==> src/design/lbs_pkg.sv <==
/*
 Shared constants and types for the ladder block-stack evaluator.
 Assumes one clock domain; included by every design file by import.
*/
package lbs_pkg;
	// ----------------------------------------------------------------
	// Sizes and reset values
	// ----------------------------------------------------------------
	localparam int LBS_ADDR_W = 16;
	localparam int LBS_STACK_DEPTH = 8;
	localparam int LBS_CNT_W = 4;
	localparam logic [LBS_CNT_W-1:0] LBS_CNT_EMPTY = 4'h0;
	localparam logic [LBS_CNT_W-1:0] LBS_CNT_FULL = 4'h8;
	localparam logic [LBS_CNT_W-1:0] LBS_CNT_ONE = 4'h1;
	localparam logic LBS_COND_RST = 1'b0;
	localparam logic [LBS_ADDR_W-1:0] LBS_ADDR_RST = 16'h0000;

	// ----------------------------------------------------------------
	// Instruction codes
	// ----------------------------------------------------------------
	typedef enum logic [3:0] {
		LBS_OP_NOP,
		LBS_OP_LOAD_CONDITION,
		LBS_OP_LOAD_INVERTED_CONDITION,
		LBS_OP_AND,
		LBS_OP_AND_INV,
		LBS_OP_OR,
		LBS_OP_OR_INV,
		LBS_OP_BLOCK_AND_COMBINE,
		LBS_OP_BLOCK_OR_COMBINE,
		LBS_OP_OUT,
		LBS_OP_OUT_INV
	} lbs_op_type;

	// Instruction as handed over by the sequencer
	typedef struct packed {
		lbs_op_type op;
		logic [LBS_ADDR_W-1:0] addr;
	} lbs_instr_type;

	// Bit write toward the io_bit_area
	typedef struct packed {
		logic en;
		logic [LBS_ADDR_W-1:0] addr;
		logic data;
	} lbs_bitwr_type;
endpackage

==> src/design/lbs_eval.sv <==
/*
 Ladder condition evaluator: executes one bit-logic instruction at a time,
 keeps the current execution condition and a stack of unused conditions.
 Assumes a sequencer on the same clock and a bit memory that answers a
 read one cycle after the request.
*/
// How it works
// - block_and_combine ANDs current condition with newest saved one.
// - block_or_combine ORs current condition with newest saved one.
// - Mid-line load pushes current condition, then restarts from the operand.
// - Only a mid-line load saves a condition; the first load just starts.
// - Block combines take no operand, so no bit read is issued.
// - Each combine pops the saved condition it used.
// - Buffer holds eight entries, enough for nine blocks combined at the end.
// - Combining right after each block keeps depth at one, no limit.
// - Inverted OR ORs the condition with the inverted operand bit.
// - Loads set the condition to the operand bit or its inverse.
// - AND and OR forms combine with the operand bit or its inverse.
// - Output writes the condition, inverted output writes its inverse.
// - Combines always use the two most recent conditions.
`timescale 1ns/10ps
module lbs_eval
	import lbs_pkg::*;
(
	input wire logic sys_clk_in,
	input wire logic rst_n_in,
	input wire logic scan_start_in,
	input wire logic instr_valid_in,
	input wire lbs_instr_type instr_in,
	input wire logic rd_data_in,
	output logic ready_out,
	output logic done_out,
	output logic rd_req_out,
	output logic [LBS_ADDR_W-1:0] rd_addr_out,
	output lbs_bitwr_type wr_out,
	output logic cond_out,
	output logic line_open_out,
	output logic overflow_out,
	output logic underflow_out
);
	typedef enum logic [1:0] {LBS_ST_IDLE, LBS_ST_READ, LBS_ST_CAPT} lbs_state_type;

	lbs_state_type state_reg, state_next;
	lbs_op_type op_reg, op_next;
	logic cond_reg, cond_next;
	logic line_open_reg, line_open_next;
	logic ready_reg, ready_next;
	logic done_reg, done_next;
	logic rd_req_reg, rd_req_next;
	logic [LBS_ADDR_W-1:0] rd_addr_reg, rd_addr_next;
	lbs_bitwr_type wr_reg, wr_next;
	logic ovf_reg, ovf_next;
	logic unf_reg, unf_next;
	logic push, pop, stack_top;
	logic [LBS_CNT_W-1:0] depth;
	logic accept;

	// ----------------------------------------------------------------
	// Save buffer
	// ----------------------------------------------------------------
	lbs_stack u_stack (
		.sys_clk_in(sys_clk_in),
		.rst_n_in(rst_n_in),
		.clear_in(scan_start_in),
		.push_in(push),
		.pop_in(pop),
		.data_in(cond_reg),
		.top_out(stack_top),
		.count_out(depth)
	);

	assign accept = ready_reg && instr_valid_in && !scan_start_in;

	// ----------------------------------------------------------------
	// Next-state logic
	// ----------------------------------------------------------------
	// Scan start dominates so a stale condition never leaks across scans
	always_comb
	begin
		state_next = state_reg;
		op_next = op_reg;
		cond_next = cond_reg;
		line_open_next = line_open_reg;
		done_next = 1'b0;
		rd_req_next = 1'b0;
		rd_addr_next = rd_addr_reg;
		wr_next = wr_reg;
		wr_next.en = 1'b0;
		ovf_next = ovf_reg;
		unf_next = unf_reg;
		push = 1'b0;
		pop = 1'b0;
		if (scan_start_in)
		begin
			state_next = LBS_ST_IDLE;
			cond_next = LBS_COND_RST;
			line_open_next = 1'b0;
			ovf_next = 1'b0;
			unf_next = 1'b0;
		end
		else
		begin
			case (state_reg)
				LBS_ST_IDLE:
				begin
					if (accept)
					begin
						op_next = instr_in.op;
						case (instr_in.op)
							LBS_OP_LOAD_CONDITION, LBS_OP_LOAD_INVERTED_CONDITION:
							begin
								rd_req_next = 1'b1;
								rd_addr_next = instr_in.addr;
								state_next = LBS_ST_READ;
								// First load of a line saves nothing
								if (line_open_reg)
								begin
									ovf_next = ovf_reg | (depth == LBS_CNT_FULL);
									push = (depth != LBS_CNT_FULL);
								end
							end
							LBS_OP_AND, LBS_OP_AND_INV, LBS_OP_OR, LBS_OP_OR_INV:
							begin
								rd_req_next = 1'b1;
								rd_addr_next = instr_in.addr;
								state_next = LBS_ST_READ;
							end
							LBS_OP_BLOCK_AND_COMBINE, LBS_OP_BLOCK_OR_COMBINE:
							begin
								// No operand read for combines
								done_next = 1'b1;
								unf_next = unf_reg | (depth == LBS_CNT_EMPTY);
								pop = (depth != LBS_CNT_EMPTY);
								if (pop)
								begin
									cond_next = (instr_in.op == LBS_OP_BLOCK_AND_COMBINE) ?
										(cond_reg & stack_top) : (cond_reg | stack_top);
								end
							end
							LBS_OP_OUT, LBS_OP_OUT_INV:
							begin
								// Several outputs may share one condition; line closes
								wr_next.en = 1'b1;
								wr_next.addr = instr_in.addr;
								wr_next.data = (instr_in.op == LBS_OP_OUT) ? cond_reg : !cond_reg;
								line_open_next = 1'b0;
								done_next = 1'b1;
							end
							default: done_next = 1'b1;
						endcase
					end
				end
				LBS_ST_READ: state_next = LBS_ST_CAPT;
				LBS_ST_CAPT:
				begin
					state_next = LBS_ST_IDLE;
					done_next = 1'b1;
					case (op_reg)
						LBS_OP_LOAD_CONDITION, LBS_OP_LOAD_INVERTED_CONDITION:
						begin
							cond_next = rd_data_in ^
								(op_reg == LBS_OP_LOAD_INVERTED_CONDITION);
							line_open_next = 1'b1;
						end
						LBS_OP_AND: cond_next = cond_reg & rd_data_in;
						LBS_OP_AND_INV: cond_next = cond_reg & !rd_data_in;
						LBS_OP_OR: cond_next = cond_reg | rd_data_in;
						LBS_OP_OR_INV: cond_next = cond_reg | !rd_data_in;
						default: cond_next = cond_reg;
					endcase
				end
				default: state_next = LBS_ST_IDLE;
			endcase
		end
		ready_next = (state_next == LBS_ST_IDLE);
	end

	// Registers only; every output below is one of these
	always_ff @(posedge sys_clk_in or negedge rst_n_in)
	begin
		if (!rst_n_in)
		begin
			state_reg <= LBS_ST_IDLE;
			op_reg <= LBS_OP_NOP;
			cond_reg <= LBS_COND_RST;
			line_open_reg <= 1'b0;
			ready_reg <= 1'b0;
			done_reg <= 1'b0;
			rd_req_reg <= 1'b0;
			rd_addr_reg <= LBS_ADDR_RST;
			wr_reg <= '0;
			ovf_reg <= 1'b0;
			unf_reg <= 1'b0;
		end
		else
		begin
			state_reg <= state_next;
			op_reg <= op_next;
			cond_reg <= cond_next;
			line_open_reg <= line_open_next;
			ready_reg <= ready_next;
			done_reg <= done_next;
			rd_req_reg <= rd_req_next;
			rd_addr_reg <= rd_addr_next;
			wr_reg <= wr_next;
			ovf_reg <= ovf_next;
			unf_reg <= unf_next;
		end
	end

	assign ready_out = ready_reg;
	assign done_out = done_reg;
	assign rd_req_out = rd_req_reg;
	assign rd_addr_out = rd_addr_reg;
	assign wr_out = wr_reg;
	assign cond_out = cond_reg;
	assign line_open_out = line_open_reg;
	assign overflow_out = ovf_reg;
	assign underflow_out = unf_reg;
endmodule

==> src/design/lbs_stack.sv <==
/*
 Save buffer of unused execution conditions, a flip-flop stack.
 Assumes the caller never pushes when full nor pops when empty.
*/
`timescale 1ns/10ps
module lbs_stack
	import lbs_pkg::*;
(
	input wire logic sys_clk_in,
	input wire logic rst_n_in,
	input wire logic clear_in,
	input wire logic push_in,
	input wire logic pop_in,
	input wire logic data_in,
	output logic top_out,
	output logic [LBS_CNT_W-1:0] count_out
);
	logic [LBS_STACK_DEPTH-1:0] mem_reg;
	logic [LBS_STACK_DEPTH-1:0] mem_next;
	logic [LBS_CNT_W-1:0] count_reg;
	logic [LBS_CNT_W-1:0] count_next;
	logic [LBS_CNT_W-1:0] top_idx;

	// ----------------------------------------------------------------
	// Entry storage
	// ----------------------------------------------------------------
	genvar gi;
	generate
		for (gi = 0; gi < LBS_STACK_DEPTH; gi++)
		begin : g_entry
			// Only the slot at the fill level takes the new condition
			always_comb
			begin
				mem_next[gi] = mem_reg[gi];
				if (push_in && count_reg == LBS_CNT_W'(gi))
				begin
					mem_next[gi] = data_in;
				end
			end
		end
	endgenerate

	// Fill level; clear wins so a scan always starts empty
	always_comb
	begin
		count_next = count_reg;
		if (clear_in)
		begin
			count_next = LBS_CNT_EMPTY;
		end
		else if (push_in)
		begin
			count_next = count_reg + LBS_CNT_ONE;
		end
		else if (pop_in)
		begin
			count_next = count_reg - LBS_CNT_ONE;
		end
	end

	always_ff @(posedge sys_clk_in or negedge rst_n_in)
	begin
		if (!rst_n_in)
		begin
			mem_reg <= '0;
			count_reg <= LBS_CNT_EMPTY;
		end
		else
		begin
			mem_reg <= mem_next;
			count_reg <= count_next;
		end
	end

	// Most recent entry; value is don't-care when empty
	assign top_idx = count_reg - LBS_CNT_ONE;
	assign top_out = mem_reg[top_idx[2:0]];
	assign count_out = count_reg;
endmodule

==> config.mk <==
export PLATFORM = sky130hd
export DESIGN_NAME = lbs_eval
export DESIGN_NICKNAME = d
export VERILOG_FILES = /design/src/design/lbs_pkg.sv /design/src/design/lbs_eval.sv /design/src/design/lbs_stack.sv
export SDC_FILE = /design/constraint.sdc
export NUM_CORES = 1
export LEC_CHECK = 0
export ABC_AREA = 1
export BUFFER_PORTS_ARGS = -buffer_cell sky130_fd_sc_hd__buf_4
export CORE_MARGIN = 2
export CORE_UTILIZATION = 55
export DETAILED_ROUTE_END_ITERATION = 12
export GPL_TIMING_DRIVEN = 0
export PLACE_DENSITY = 0.86
export SYNTH_ARGS = -nofsm -noshare
export SYNTH_HDL_FRONTEND = slang
export SYNTH_SLANG_ARGS = --single-unit
==> constraint.sdc <==
create_clock -name sys_clk_in -period 2.7 [get_ports sys_clk_in]
set_clock_uncertainty 0.15 [all_clocks]
set_input_delay 0.135 -clock sys_clk_in [delete_from_list [all_inputs] [get_ports sys_clk_in]]
set_output_delay 0.135 -clock sys_clk_in [all_outputs]
set_load 0.01 [all_outputs]
# Yosys cells after proc, flatten, opt, wreduce, memory -nomap -nowiden
# Cells that the tools add are included.
# Widths: inputs -> output; s select.
[totals]
wordCells = 156
reg_bits = 59
in_bits = 25
out_inout_bits = 41
[classes]
addsub = 2
order_cmp = 1
bitwise = 10
reduce_logical = 36
mux = 52
n_eq_ne = 33
[ops]
columns = ["operator", "count"]
rows = [
  ["$mux 18", 4],
  ["$eq 4x3->1 const B", 11],
  ["$mux 1", 36],
  ["$eq 4x2->1 const B", 6],
  ["$eq 4x4->1 const B", 4],
  ["$reduce_and 4->1", 4],
  ["$eq 4x1->1 const B", 3],
  ["$mux 4", 3],
  ["$logic_and 1x1->1", 10],
  ["$reduce_bool 2->1", 5],
  ["$ne 3x3->1 const B", 3],
  ["$reduce_or 2->1", 4],
  ["$ne 7x7->1 const B", 1],
  ["$mux 2", 3],
  ["$ne 3x2->1 const B", 2],
  ["$pmux 1 s2", 3],
  ["$reduce_and 3->1", 2],
  ["$reduce_bool 3->1", 2],
  ["$reduce_or 6->1", 1],
  ["$or 1x1->1", 5],
  ["$pmux 1 s5", 1],
  ["$reduce_and 5->1", 1],
  ["$add 4x1->4 const B", 1],
  ["$logic_not 2->1", 2],
  ["13 further kinds", 17],
]

# Logic depth before layout (Yosys ltp)
[logic_depth]
ltp_word = 10
depth_mapped = 11
depth_no_buf = 11

# Modules after synthesis
# A second synthesis with hierarchy kept.
[hier_totals]
cells_unflattened = 346
hier_area_um2 = 2887.8
[by_module_without_submodules]
columns = ["mod", "seq_area_each_um2", "area_per_inst_um2", "n_inst", "cells_each"]
rows = [
  ["lbs_eval", 1176.1, 2162.1, 1, 247],
  ["lbs_stack", 300.3, 725.7, 1, 99],
]

# Least setup slack after synthesis
# OpenSTA, ideal clock, no wires.
[synth_path]
kind = "reg-to-reg"
start = "register u_stack.count_reg[0], in the netlist u_stack.count_out[0]"
end = "register u_stack.mem_reg[4]"
setup_slack_ns = 0.919
t_arrival_ns = 1.514
period_less_slack_ns = 1.781
path_buffers = 0
required_time_ns = 2.433
setup_time_ns = 0.117
stages_incl_launch_ff = 12
cell_sequence = "dfrtp_1 -> inv_2 -> ha_1 -> nand2_1 -> nor2_4 -> nor2_4 -> nand2_4 -> clkinv_4 -> nand3_1 -> nand2_1 -> o21ai_1 -> inv_1"
[synth_via]
elab_chain_cells = 7
word_cells_on_any_way = 8
cone_classes = "eq/ne: 2; mux: 5; reduce/logical: 1"
[synth_lines]
columns = ["item", "line", "rtl"]
rows = [
  ["start, declared", "lbs_stack.sv:20", "logic [LBS_CNT_W-1:0] count_reg;"],
  ["start signal, assigned", "lbs_stack.sv:71", "count_reg <= count_next;"],
  ["$ne 4x4->1", "lbs_eval.sv:119", "push = (depth != LBS_CNT_FULL);"],
  ["$mux 1", "lbs_eval.sv:116", "if (line_open_reg)"],
  ["$mux 1", "lbs_eval.sv:109", "case (instr_in.op)"],
  ["$mux 1", "lbs_eval.sv:106", "if (accept)"],
  ["$mux 1", "lbs_eval.sv:103", "case (state_reg)"],
  ["$mux 1", "lbs_eval.sv:93", "if (scan_start_in)"],
  ["$logic_and 1x1->1 (*)", "lbs_stack.sv:35", "if (push_in && count_reg == LBS_CNT_W'(gi))"],
  ["end signal, assigned", "lbs_stack.sv:70", "mem_reg <= mem_next;"],
  ["end, declared", "lbs_stack.sv:18", "logic [LBS_STACK_DEPTH-1:0] mem_reg;"],
]
# Mark *: on every way between the ends. The rest lies on a longest branch, timed or not.
# A chain may end at the register's enable or synchronous reset.

# Final worst setup path
# Same ends and word-level chain as after synthesis.

==> flow_summary_export.csv <==
group,metric,value,unit
critical_path,arrival,2.14,ns
synth,synth_area,3100,um^2
cells_and_area,largest_reg_flops,18,
routing,remaining_drc_errors,0,
critical_path,slowest_delay,0.49,ns
synth,synthMostInstantiatedCell,"nand2_1",
critical_path,critPathLaunchType,"flop",
floorplanning,die_h,79.1,um
clocking,clkLatencyLatePin,0.35,ns
place,numPortBuffers,64,
routing,num_vias,2752,
global_route,grt_pass1_wl,12.6,mm
global_route,antenna_found_initial,0,
timing,fmax,486,MHz
outcome,status,"complete, no violations",
critical_path,path_cells,"inv_2, ha_1, nand2_1, nor2_4, nor2_4, nand2_4, clkinv_4, nand3_1, nand2_1, o21ai_1, inv_1",
routing,wl_per_cell,13.7,um
global_route,grt_overflow_total,0,
synth,synth-simple-area-share,26.5,%
synth,syn_inst,372,
power,total_power,3.03,mW
floorplanning,rows,27,
clocking,cts_root_buf,"clkbuf_8",
routing,wl,7.48,mm
clocking,cts_buffers,9,
cells_and_area,drive_above_1_share,31.9,%
critical_path,crit_type,"reg -> reg",
synth,avgSynthCellArea,8.33,um^2
floorplanning,dieArea,6250,um^2
clocking,cts_sinks,59,
routing,viasPerCell,5.04,
timing,fin_tns_setup,0,ns
critical_path,cp_max_fo,9,
synth,seq_area_frac_synth,47.6,%
floorplanning,initial_core_util,56.7,%
timing,worstMarginPinSlew,0.738,ns
critical_path,cp-end-kind,"flop",
clocking,path_clk_slew,0.06,ns
synth,synth-main-ff-cell,"dfrtp_1",
routing,drt_iter0_markers,156,
timing,grt_setup_unrepaired,"false",
clocking,cts_tree,"built",
floorplanning,io_pins,66,
timing,holdWs,0.138,ns
routing,antenna_left,0,
synth,yosys-top-cells-area,"dfrtp_1 48%, nand2_1 11%, inv_1 6.7%",
synth,synth_top_family_by_area,"simple AND/OR/NAND/NOR gates",
critical_path,cp_num_buf_inv,3,
floorplanning,die_w,79.1,um
synth,synth_nets,401,
timing,fin_crit,2.06,ns
timing,finalSetupViolCount,0,
power,power.density,741,nW/um^2
timing,final_max_slew_viol_count,0,
synth,synth.distinct_cells,30,
cells_and_area,antennaDiodeCount,0,
timing,hold_viol_final,0,
min_path,hold_class,"in -> reg",
synth,synth_top_area_share,47.6,%
global_route,grt_pass1_vias,2751,
synth,yosys_warnings,0,
global_route,grt_start_max_net_pins,60,
timing,relSlewSlack,50.8,%
floorplanning,core,5470,um^2
clocking,cts_setup_buffers,0,
synth,yosys.area.top_type,"dfrtp_1",
synth,synth_fa_ha_area_share,1.61,%
synth,synth_xor_area_share,1.69,%
synth,ys_async_sr_fraction,100,%
routing,firstDrtPassIters,4,
clocking,cts.path.max_buffers,2,
job,drv_cap,0,
synth,synth_mux_area_share,0,%
synth,synth_compound_area_share,11.5,%
cells_and_area,final_util,74.6,%
critical_path,cp_top_family,"simple AND/OR/NAND/NOR gates",
timing,min_period_over_period,76.1,%
place,post-dp-hpwl,4.75,mm
cells_and_area,syn2layout_area_growth,31.8,%
global_route,grt_use_total,26.2,%
critical_path,cpMaxStageDelayCell,"dfrtp_1",
synth,synth_common_cells,"92 x nand2_1, 59 x dfrtp_1, 55 x inv_1",
power,p_leak,2.13,nW
place,gp_congestion,0.864,
synth,synth_edf_count,0,
cells_and_area,fin_nets,498,
power,ir_drop,545,uV
critical_path,cp.required,2.78,ns
synth,synth-seq-cells,59,
clocking,cts_max_level,3,
-- placed cells by master, fill, tap and decap left out, types with 7 or more instances in the layout --
cell / n
buf_4: 65
clkbuf_8: 10
dfrtp_1: 59
dlygate4sd3_1: 22
inv_1: 55
inv_2: 9
nand2_1: 92
nand2_2: 18
nand3_1: 24
nor2_1: 19
o21ai_0: 7
o21ai_1: 26
o21ai_2: 18
-- logic make-up after synthesis --
| logic type | after synthesis |
|---|---|
| compound gates | 56 |
| simple gates | 170 |
| xor+xnor | 6 |
| flops | 59 |
| fa+ha+maj | 4 |
| buf+inv | 77 |
-- per-stage QoR --
stage          area, um^2  std cells  setup slack, ns
2_1_floorplan        3100        372            0.919
4_1_cts              4090        546            0.670
3_5_place_dp         3670        508            0.695
6_report             4090        546            0.644
5_1_grt              4090        546            0.506
3_3_place_gp         3670        508            0.733
-- per-layer routing --
layer,vias up,share of wire [%],track usage [%]
met5,-,0,0
li1,1346,-,-
met4,0,2.2,11.9
met3,21,6.9,6.59
met1,1285,41,31.4
met2,100,50,44.7
-- layout make-up --
class / instances / area [um^2]
Buffer: 11 / 88.8
Clock buffer: 11 / 141
Clock inverter: 5 / 52.6
Fill cell: 395 / 1390
Inverter: 66 / 255
Multi-Input combinational cell: 236 / 1280
Sequential cell: 59 / 1480
Tap cell: 72 / 90.1
Timing Repair Buffer: 86 / 701
-- tightest hold or removal path, delay by kind of cell --
kind                   cells  cell delay (ns)
and+or+nand+nor            4             0.34
buffers and inverters      1             0.12
-- report_power, final --
part           leakage [nW]  internal, mW  switching [mW]
Sequential            0.721          1.06           0.128
Clock                0.0991         0.446           0.361
Combinational          1.31         0.459           0.575
-- worst paths after layout --
path | startpoint | depth (start not counted) | slack, ns | end
worst max register to register | u_stack.count_out[0] | 11 | 0.64 | u_stack.mem_reg[4]
max in group asynchronous | rst_n_in | 2 | 1.66 | wr_out[7]
min in group asynchronous | rst_n_in | 2 | 0.22 | op_reg[1]
worst max-delay path | u_stack.count_out[0] | 11 | 0.64 | u_stack.mem_reg[4]
worst min-delay path | instr_valid_in | 5 | 0.14 | wr_out[17]
worst min register to register | state_reg[1] | 1 | 0.32 | state_reg[1]
-- repair_timing --
| item | 4_1_cts | 5_1_grt |
|---|---|---|
| resized for setup | 0 | 0 |
| setup endpoints to repair | 0 | 0 |
| endpoints found under the hold margin | 100 | 0 |
| hold buffers | 22 | 0 |
Power figures use the tool's default switching activity.
